--- src/sdr_defs.vh ---
/*
  Shared constants for the synchronous DRAM command core: command codes,
  register offsets, field positions, reset values and timing counts.
  Assumes inclusion by bare name from the design files.
*/
`ifndef SDR_DEFS_VH
`define SDR_DEFS_VH

// {chip select, row strobe, column strobe, write enable}, all active low
`define SDR_CMD_MODE      4'h0
`define SDR_CMD_REFRESH   4'h1
`define SDR_CMD_PRECHARGE 4'h2
`define SDR_CMD_ACTIVATE  4'h3
`define SDR_CMD_WRITE     4'h4
`define SDR_CMD_READ      4'h5
`define SDR_CMD_TERMINATE 4'h6
`define SDR_CMD_NOP       4'h7

`define SDR_OFF_CFG       8'h00
`define SDR_OFF_STAT      8'h04

// config register mirrors the mode register layout
`define SDR_CFG_BL_LSB    0
`define SDR_CFG_BT_BIT    3
`define SDR_CFG_CL_LSB    4
`define SDR_CFG_WBM_BIT   9
`define SDR_CFG_RST       10'h022
`define SDR_BL_PAGE       3'h7
`define SDR_CL_TWO        3'h2

`define SDR_STAT_PD_BIT   4
`define SDR_STAT_PDA_BIT  5
`define SDR_STAT_SUSP_BIT 6
`define SDR_STAT_BUSY_BIT 7

`define SDR_CLK_MHZ       25
`define SDR_WRITE_RECOVERY_TIME_NS       15
`define SDR_WRITE_RECOVERY_TIME_CYC      ((`SDR_WRITE_RECOVERY_TIME_NS * `SDR_CLK_MHZ + 999) / 1000)

`endif

--- src/sdr_store.v ---
/*
  Flip-flop data array for the command core, one word per bank and column.
  Assumes the caller masks writes and forms the index from bank and column.
*/
`default_nettype none

module sdr_store #(
  parameter DW = 8,
  parameter AW = 6
) (
  input  wire          clk,
  input  wire          we,
  input  wire [AW-1:0] waddr,
  input  wire [DW-1:0] wdata,
  input  wire [AW-1:0] raddr,
  output wire [DW-1:0] rdata
);

  reg [DW-1:0] mem [0:(1<<AW)-1];

  always @(posedge clk)
  begin
    if (we)
    begin
      mem[waddr] <= wdata;
    end
  end

  assign rdata = mem[raddr];

endmodule

`default_nettype wire

--- src/sdr_banks.v ---
/*
  Per-bank open/idle tracking with self-timed auto precharge countdown.
  Assumes at most one activate or precharge per edge and bank index 0..3.
*/
`default_nettype none

module sdr_banks #(
  parameter TW = 4
) (
  input  wire          clk,
  input  wire          reset_n,
  input  wire          act_en,
  input  wire [1:0]    act_bank,
  input  wire          pre_en,
  input  wire          pre_all,
  input  wire [1:0]    pre_bank,
  input  wire          apa_en,
  input  wire [1:0]    apa_bank,
  input  wire [TW-1:0] apa_dly,
  input  wire          apb_en,
  input  wire [1:0]    apb_bank,
  input  wire [TW-1:0] apb_dly,
  output reg  [3:0]    active
);

  reg [TW-1:0] tmr [0:3];
  integer      i;

  always @(posedge clk)
  begin
    if (!reset_n)
    begin
      active <= 4'h0;
      for (i = 0; i < 4; i = i + 1)
        tmr[i] <= {TW{1'b0}};
    end
    else
    begin
      for (i = 0; i < 4; i = i + 1)
      begin
        if (act_en && act_bank == i[1:0])
        begin
          active[i] <= 1'b1;
          tmr[i]    <= {TW{1'b0}};
        end
        else if (pre_en && (pre_all || pre_bank == i[1:0]))
        begin
          active[i] <= 1'b0;
          tmr[i]    <= {TW{1'b0}};
        end
        else if ((apa_en && apa_bank == i[1:0]) || (apb_en && apb_bank == i[1:0]))
        begin
          if ((apa_en && apa_bank == i[1:0]) ? (apa_dly == {TW{1'b0}}) : (apb_dly == {TW{1'b0}}))
            active[i] <= 1'b0;
          else
            tmr[i] <= (apa_en && apa_bank == i[1:0]) ? apa_dly : apb_dly;
        end
        else if (tmr[i] != {TW{1'b0}})
        begin
          // write recovery runs in real time, not on the suspended clock
          tmr[i] <= tmr[i] - {{(TW-1){1'b0}}, 1'b1};
          if (tmr[i] == {{(TW-1){1'b0}}, 1'b1})
            active[i] <= 1'b0;
        end
      end
    end
  end

endmodule

`default_nettype wire

--- src/sdr_core.v ---
/*
  Command core of a four-bank synchronous DRAM: command decode, bursts,
  clock suspend, power-down, precharge, concurrent auto precharge, and an
  APB slave holding the mode configuration and a status word.
  Assumes pins are synchronous to ref_clk and the controller keeps its timing.
*/
`default_nettype none
`include "sdr_defs.vh"

module sdr_core #(
  parameter DW   = 8,
  parameter COLW = 4
) (
  input  wire          ref_clk,
  input  wire          reset_n,
  input  wire [7:0]    paddr,
  input  wire          psel,
  input  wire          penable,
  input  wire          pwrite,
  input  wire [31:0]   pwdata,
  output reg  [31:0]   prdata,
  output wire          pready,
  output wire          pslverr,
  input  wire          cke,
  input  wire          cs_n,
  input  wire          ras_n,
  input  wire          cas_n,
  input  wire          we_n,
  input  wire [11:0]   addr,
  input  wire          precharge_all_select_bit,
  input  wire          bank_select_low,
  input  wire          bank_select_high,
  input  wire          dqm,
  input  wire [DW-1:0] dq_in,
  output wire [DW-1:0] dq_out,
  output wire          dq_oe
);

  localparam integer WRITE_RECOVERY_TIME_I   = (`SDR_WRITE_RECOVERY_TIME_CYC < 1) ? 1 : `SDR_WRITE_RECOVERY_TIME_CYC;
  localparam [3:0]   WRITE_RECOVERY_TIME_CYC = WRITE_RECOVERY_TIME_I[3:0];
  localparam         AWI      = COLW + 2;

  function [10:0] burst_len;
    input [2:0] code;
    input       single;
    begin
      if (single)
        burst_len = 11'h001;
      else
        case (code)
          3'h0:    burst_len = 11'h001;
          3'h1:    burst_len = 11'h002;
          3'h2:    burst_len = 11'h004;
          3'h3:    burst_len = 11'h008;
          default: burst_len = 11'h400;
        endcase
    end
  endfunction

  function [9:0] burst_col;
    input [9:0]  start;
    input [9:0]  idx;
    input [10:0] len;
    input        ilv;
    reg   [9:0]  mask;
    begin
      mask      = len[9:0] - 10'h001;
      burst_col = (start & ~mask) | ((ilv ? (start ^ idx) : (start + idx)) & mask);
    end
  endfunction

  reg  [9:0]    cfg_r;
  reg           cke_r;
  reg           pd_r;
  reg           pd_act_r;
  reg           bst_act_r;
  reg           bst_wr_r;
  reg           bst_ap_r;
  reg           bst_full_r;
  reg  [1:0]    bst_bank_r;
  reg  [9:0]    bst_start_r;
  reg  [9:0]    bst_idx_r;
  reg  [10:0]   bst_len_r;
  reg  [2:0]    pv_r;
  reg  [DW-1:0] pd0_r;
  reg  [DW-1:0] pd1_r;
  reg  [DW-1:0] pd2_r;
  reg  [1:0]    dqm_r;

  wire [3:0]    bank_active;
  wire [DW-1:0] store_rdata;
  wire [3:0]    cmd = {cs_n, ras_n, cas_n, we_n};
  wire [1:0]    cmd_bank = {bank_select_high, bank_select_low};
  wire [2:0]    cfg_bl = cfg_r[`SDR_CFG_BL_LSB +: 3];
  wire          cfg_bt = cfg_r[`SDR_CFG_BT_BIT];
  wire [2:0]    cfg_cl = cfg_r[`SDR_CFG_CL_LSB +: 3];
  wire          cfg_wbm = cfg_r[`SDR_CFG_WBM_BIT];

  // internal edge happens only if the previous edge saw clock enable high
  wire          tick = cke_r & ~pd_r;
  wire          idle_cmd = cs_n | (cmd == `SDR_CMD_NOP);
  wire          bank_ok = bank_active[cmd_bank];
  wire          is_rd = tick & ~cs_n & (cmd == `SDR_CMD_READ) & bank_ok;
  wire          is_wr = tick & ~cs_n & (cmd == `SDR_CMD_WRITE) & bank_ok;
  wire          is_act = tick & ~cs_n & (cmd == `SDR_CMD_ACTIVATE) & ~bank_ok;
  wire          is_pre = tick & ~cs_n & (cmd == `SDR_CMD_PRECHARGE);
  wire          is_bst = tick & ~cs_n & (cmd == `SDR_CMD_TERMINATE);
  wire          is_mrs = tick & ~cs_n & (cmd == `SDR_CMD_MODE);
  wire          new_cmd = is_rd | is_wr;
  wire          pre_hits = is_pre & (precharge_all_select_bit | (cmd_bank == bst_bank_r));

  // write burst mode collapses writes to one column
  wire          new_single = is_wr & cfg_wbm;
  wire [10:0]   new_len = burst_len(cfg_bl, new_single);
  wire          new_full = (cfg_bl == `SDR_BL_PAGE) & ~new_single;

  wire          cont = tick & bst_act_r & ~new_cmd & ~is_bst & ~pre_hits;
  wire          elem_do = new_cmd | cont;
  wire          elem_wr = new_cmd ? is_wr : bst_wr_r;
  wire [1:0]    elem_bank = new_cmd ? cmd_bank : bst_bank_r;
  wire [10:0]   elem_len = new_cmd ? new_len : bst_len_r;
  wire [9:0]    elem_idx = new_cmd ? 10'h000 : bst_idx_r;
  wire          elem_full = new_cmd ? new_full : bst_full_r;
  wire          elem_ap = new_cmd ? precharge_all_select_bit : bst_ap_r;
  wire [9:0]    elem_col = new_cmd ? burst_col(addr[9:0], 10'h000, new_len, cfg_bt)
                                   : burst_col(bst_start_r, bst_idx_r, bst_len_r, cfg_bt);
  wire          elem_last = elem_do & ~elem_full & ({1'b0, elem_idx} == (elem_len - 11'h001));

  // a new access to another bank hands the running auto precharge its close
  wire          intr_ap = new_cmd & bst_act_r & bst_ap_r & (cmd_bank != bst_bank_r);
  wire [3:0]    intr_dly = bst_wr_r ? WRITE_RECOVERY_TIME_CYC : 4'h0;
  wire          done_ap = elem_last & elem_ap;
  wire [3:0]    done_dly = elem_wr ? WRITE_RECOVERY_TIME_CYC : 4'h0;

  wire          pipe_busy = |pv_r;
  wire          pd_enter = tick & ~cke & idle_cmd & ~bst_act_r & ~pipe_busy;
  wire          pd_exit = pd_r & cke & idle_cmd;

  wire [AWI-1:0] store_idx = {elem_bank, elem_col[COLW-1:0]};

  // input mask acts on data at the same edge
  wire          store_we = elem_do & elem_wr & ~dqm;

  sdr_store #(
    .DW (DW),
    .AW (AWI)
  ) u_store (
    .clk   (ref_clk),
    .we    (store_we),
    .waddr (store_idx),
    .wdata (dq_in),
    .raddr (store_idx),
    .rdata (store_rdata)
  );

  sdr_banks #(
    .TW (4)
  ) u_banks (
    .clk      (ref_clk),
    .reset_n  (reset_n),
    .act_en   (is_act),
    .act_bank (cmd_bank),
    .pre_en   (is_pre),
    .pre_all  (precharge_all_select_bit),
    .pre_bank (cmd_bank),
    .apa_en   (intr_ap),
    .apa_bank (bst_bank_r),
    .apa_dly  (intr_dly),
    .apb_en   (done_ap),
    .apb_bank (elem_bank),
    .apb_dly  (done_dly),
    .active   (bank_active)
  );

  always @(posedge ref_clk)
  begin
    if (!reset_n)
    begin
      cke_r    <= 1'b1;
      pd_r     <= 1'b0;
      pd_act_r <= 1'b0;
    end
    else
    begin
      cke_r <= cke;
      if (pd_enter)
      begin
        pd_r     <= 1'b1;
        pd_act_r <= |bank_active;
      end
      else if (pd_exit)
      begin
        pd_r     <= 1'b0;
        pd_act_r <= 1'b0;
      end
    end
  end

  always @(posedge ref_clk)
  begin
    if (!reset_n)
    begin
      bst_act_r   <= 1'b0;
      bst_wr_r    <= 1'b0;
      bst_ap_r    <= 1'b0;
      bst_full_r  <= 1'b0;
      bst_bank_r  <= 2'h0;
      bst_start_r <= 10'h000;
      bst_idx_r   <= 10'h000;
      bst_len_r   <= 11'h001;
    end
    else if (new_cmd)
    begin
      bst_act_r   <= ~elem_last;
      bst_wr_r    <= is_wr;
      bst_ap_r    <= precharge_all_select_bit;
      bst_full_r  <= new_full;
      bst_bank_r  <= cmd_bank;
      bst_start_r <= addr[9:0];
      bst_idx_r   <= 10'h001;
      bst_len_r   <= new_len;
    end
    else if (is_bst | pre_hits)
    begin
      bst_act_r <= 1'b0;
    end
    else if (cont)
    begin
      // counter only advances on internal edges
      bst_idx_r <= bst_idx_r + 10'h001;
      bst_act_r <= ~elem_last;
    end
  end

  // read data pipeline, tapped by CAS latency; frozen while suspended
  always @(posedge ref_clk)
  begin
    if (!reset_n)
    begin
      pv_r  <= 3'h0;
      pd0_r <= {DW{1'b0}};
      pd1_r <= {DW{1'b0}};
      pd2_r <= {DW{1'b0}};
      dqm_r <= 2'h0;
    end
    else if (tick)
    begin
      // a registered write tri-states any read still in flight
      pv_r  <= {pv_r[1] & ~is_wr, pv_r[0] & ~is_wr, elem_do & ~elem_wr};
      pd0_r <= store_rdata;
      pd1_r <= pd0_r;
      pd2_r <= pd1_r;
      dqm_r <= {dqm_r[0], dqm};
    end
  end

  wire cl_two = (cfg_cl == `SDR_CL_TWO);
  assign dq_out = cl_two ? pd1_r : pd2_r;
  // output mask two edges late; buffers dark in power-down
  assign dq_oe = (cl_two ? pv_r[1] : pv_r[2]) & ~dqm_r[1] & ~pd_r;

  wire        apb_setup = psel & ~penable;
  wire        apb_acc = psel & penable;
  wire        hit_cfg = (paddr == `SDR_OFF_CFG);
  wire        hit_stat = (paddr == `SDR_OFF_STAT);
  wire [7:0]  stat_word;

  assign stat_word[3:0]               = bank_active;
  assign stat_word[`SDR_STAT_PD_BIT]   = pd_r;
  assign stat_word[`SDR_STAT_PDA_BIT]  = pd_act_r;
  assign stat_word[`SDR_STAT_SUSP_BIT] = ~cke_r & ~pd_r;
  assign stat_word[`SDR_STAT_BUSY_BIT] = bst_act_r | pipe_busy;

  assign pready  = 1'b1;
  assign pslverr = apb_acc & ~hit_cfg & ~hit_stat;

  always @(posedge ref_clk)
  begin
    if (!reset_n)
    begin
      cfg_r  <= `SDR_CFG_RST;
      prdata <= 32'h0000_0000;
    end
    else
    begin
      if (apb_acc & pwrite & hit_cfg)
        cfg_r <= pwdata[9:0];
      else if (is_mrs)
        cfg_r <= addr[9:0];
      if (apb_setup)
        prdata <= hit_cfg ? {22'h000000, cfg_r} : (hit_stat ? {24'h000000, stat_word} : 32'h0000_0000);
    end
  end

endmodule

`default_nettype wire

--- config.mk ---
export PLATFORM = sky130hd
export DESIGN_NAME = sdr_core
export DESIGN_NICKNAME = d
export VERILOG_FILES = /design/src/sdr_store.v /design/src/sdr_banks.v /design/src/sdr_core.v
export VERILOG_INCLUDE_DIRS = /design/src
export SDC_FILE = /design/constraint.sdc
export NUM_CORES = 1
export LEC_CHECK = 0
export BUFFER_PORTS_ARGS = -buffer_cell sky130_fd_sc_hd__buf_2
export CAP_MARGIN = 20
export CORE_AREA = 10 10 194 269
export DETAILED_ROUTE_END_ITERATION = 10
export DIE_AREA = 0 0 204 279
export GPL_ROUTABILITY_DRIVEN = 0
export PLACE_DENSITY_LB_ADDON = 0.05
export SYNTH_ARGS = -nofsm -noshare
export SYNTH_HDL_FRONTEND = slang
export SYNTH_HIERARCHICAL = 1
export SYNTH_SLANG_ARGS = --single-unit
--- constraint.sdc ---
create_clock -name ref_clk -period 4.5 [get_ports ref_clk]
set_input_delay 0.675 -clock ref_clk [delete_from_list [all_inputs] [get_ports ref_clk]]
set_output_delay 0.675 -clock ref_clk [all_outputs]
set_load 0.005 [all_outputs]
==> out/qor.txt <==
most common cell after layout, fill and taps aside -> edfxtp_1
initial antenna violation count -> 1
clock slew at reported path FFs -> 0.06 ns
DP Worst Slack -> -0.09745 ns
Final min period -> 4.192 ns
Mapped Area -> 26210 sq um
Starting DRT DRC Count -> 998
DRC -> 0
Synth Flop Type -> edfxtp_1
vias in the first global route -> 15350
Starting Density -> 0.5584
post-DP HPWL -> 40560 um
fmax -> 0.2385 GHz
first-pass GRT wire length -> 92960 um
Critical Path Source Type -> register
Total GRT Usage -> 0.2145
post-synthesis async set-or-reset flop share -> 0
Placed Area -> 28110 sq um
YS warnings -> 6
post-synth top area cell -> edfxtp_1
final setup margin -> 0.3077 ns
clock network latency to the later pin of the worst-skew pair -> 0.61 ns
max-slew violations -> 0
Final Hold Violating Endpoints -> 0
Fillers -> 3418
Syn Area/Cell -> 15.83 sq um
post-route cell area -> 29990 sq um
Worst-Margin Slew -> 0.9628 ns
hold path start -> pwdata[5]
vias after detailed routing -> 14960
drt via density -> 5.884
CP Data Required Time -> 4.79 ns
HP Class -> in -> reg
Syn-to-layout area delta -> 14.45%
Post-Syn Instances -> 1656
clock buffer count from CTS -> 58
FF-to-FF setup slack -> 0.31 ns
Final nets -> 1958
setup bufs post-CTS -> 0
Post-synth EDFFs -> 528
max_slew headroom -> 0.3558
r2r endpoint -> u_banks/tmr[0][1]$_SDFFCE_PN0P_
PortBufs -> 69
worst setup path class -> reg -> reg
outcome -> finished clean
Avg WL per Cell -> 23.98 um
CORE AREA -> 46930 sq um
Hold EP -> cfg_r[5]$_SDFFE_PN1P_
unrepaired setup endpoints after global routing -> false
worst-path fanout max -> 6
setup_tns -> 0 ns
FP Rows -> 94
Resize count post-CTS -> 0
Fin Hold WS -> 0.2941 ns
cell count of the worst reg-to-reg path -> 16
Leak -> 10.11 nW
Worst Setup End Kind -> register
synthesized flop and latch total -> 615
most frequent cells in the layout -> 528 x edfxtp_1, 140 x nand2_1, 133 x nor2_1
Seq/Total Area, Yosys -> 0.6715
die area -> 56920 sq um
I/O pin count -> 117
Die Span Y -> 279 um
TritonCTS clock tree -> built
clk_skew -> 0.01805 ns
Hold Crit Depth -> 3
placed insts -> 2430
maximum vdd drop -> 0.0003473 V
Post-Route WL -> 60960 um
Crit Reg-Reg Startpoint -> u_banks/active[1]$_SDFFE_PN0P_
post-synth top area share -> 0.6050
Die X -> 204 um
largest net degree at the start of global routing -> 65
CTS Sinks -> 615
Setup Viol. Count Final -> 0
post-route insts no fill -> 2542
clock tree root buffer cell -> clkbuf_16
Routed Antenna Nets -> 0
cells taking the most area after synthesis -> edfxtp_1 61%, mux4_2 11%, dfxtp_1 6.6%
max-cap viol count -> 0
H-tree depth -> 2
CTS max path bufs -> 3
# hold bufs at CTS -> 0
ratio of cells with drive above 1 in the final layout -> 0.2497
synth unique cells -> 84
total congestion overflow -> 0
Pre-Repair DR Iteration Count -> 5
Final period util -> 0.9316
CP arrival -> 4.49 ns
ANT cells -> 0
cell area power density -> 386.7 nW/um^2
synthesized netlist by cell type (7+ instances only):
| cell type | n |
|---|---|
| a22oi_1 | 7 |
| and3_1 | 7 |
| mux2_2 | 27 |
| ha_1 | 14 |
| nand3b_1 | 11 |
| o221ai_1 | 8 |
| buf_2 | 12 |
| mux4_2 | 127 |
| xnor2_1 | 16 |
| o21ai_0 | 20 |
| xor2_1 | 14 |
| nor2_1 | 133 |
| o32ai_1 | 12 |
| and2_1 | 9 |
| clkbuf_1 | 46 |
| inv_1 | 21 |
| edfxtp_1 | 528 |
| buf_4 | 36 |
| o211a_1 | 11 |
| nor3_1 | 19 |
| a21oi_1 | 24 |
| o22ai_1 | 19 |
| nand3_1 | 40 |
| mux2i_1 | 52 |
| nand4_1 | 11 |
| a21boi_0 | 42 |
| dfxtp_1 | 87 |
| o2111ai_1 | 7 |
| nor2b_1 | 26 |
| nand2_1 | 141 |
| buf_1 | 7 |
| nand2b_1 | 15 |
registers in the layout, indices dropped and copies added, names as in the netlist, 8 cells and up:
name,count
pd0_r,8
pd2_r,8
bst_len_r,11
bst_idx_r,10
u_banks/tmr,16
u_store/mem,512
pd1_r,8
prdata,10
cfg_r,10
stage by stage:
stage	utilization	total power [mW]
floorplan	-	6.816
global placement	0.5986	7.002
detailed placement	0.5989	7.023
CTS	0.6379	11.71
global route	0.6392	12.01
finish	0.6392	11.60
area by class of cell:
class	count	area, sq um	area share
inverter	21	78.83	0.002628
timing repair buffer	211	1574	0.05248
multi-input combinational	962	8135	0.2712
clock buffer	73	1565	0.05219
sequential	615	17600	0.5867
tap	624	780.7	0.02603
clock inverter	36	262.8	0.008760
report_power, final:
group	switching [mW]	leakage (nW)	internal [mW]	total, mW
sequential	0.0625	5.48	6.29	6.35
clock	2.06	0.898	2.63	4.69
combinational	0.337	3.74	0.223	0.560
critical path, stage by stage (launching register included):
cell and delay (ns):
dfxtp_1 0.39, mux4_2 0.50, and3_1 0.25, mux2_4 0.32, inv_1 0.07, ha_1 0.24
a31oi_1 0.16, mux2i_1 0.09, o21ai_0 0.23, nand4_1 0.14, a2111o_1 0.45, nor3_1 0.19
buf_4 0.20, nor3b_1 0.23, or2_2 0.16, nand2_1 0.05, nand3_1 0.20
logic make-up after synthesis:
group,synth area share
compound gates,0.05849
xor+xnor,0.01003
fa+ha+maj,0.007448
buf+inv,0.02731
flops,0.6715
mux,0.1418
other cells,0.0002866
simple gates,0.08322
worst max path at each step:
stage / cells past startpoint / endpoint / from / slack [ns]
final: 16 / u_banks/tmr[0][1]$_SDFFCE_PN0P_ / u_banks/active[1]$_SDFFE_PN0P_ / 0.31
after global routing: 16 / u_banks/tmr[0][0]$_SDFFCE_PN0P_ / u_banks/active[1]$_SDFFE_PN0P_ / 0.11
after CTS: 16 / u_banks/tmr[0][1]$_SDFFCE_PN0P_ / u_banks/active[1]$_SDFFE_PN0P_ / 0.31
after detailed placement: 17 / u_banks/tmr[0][1]$_SDFFCE_PN0P_ / bank_select_low / -0.1
after global placement: 17 / u_banks/tmr[0][3]$_SDFFCE_PN0P_ / bank_select_low / -0.07
after floorplan: 16 / u_banks/tmr[1][0]$_SDFFCE_PN0P_ / bank_select_low / 0.15
per-layer routing:
metal / global-route usage / routed length [um]
met4: 0.07612 / 2004
met1: 0.2583 / 23470
met2: 0.3827 / 32320
met5: 0 / 17
met3: 0.03350 / 3150
Note: power is estimated with default switching activity, not from simulation.
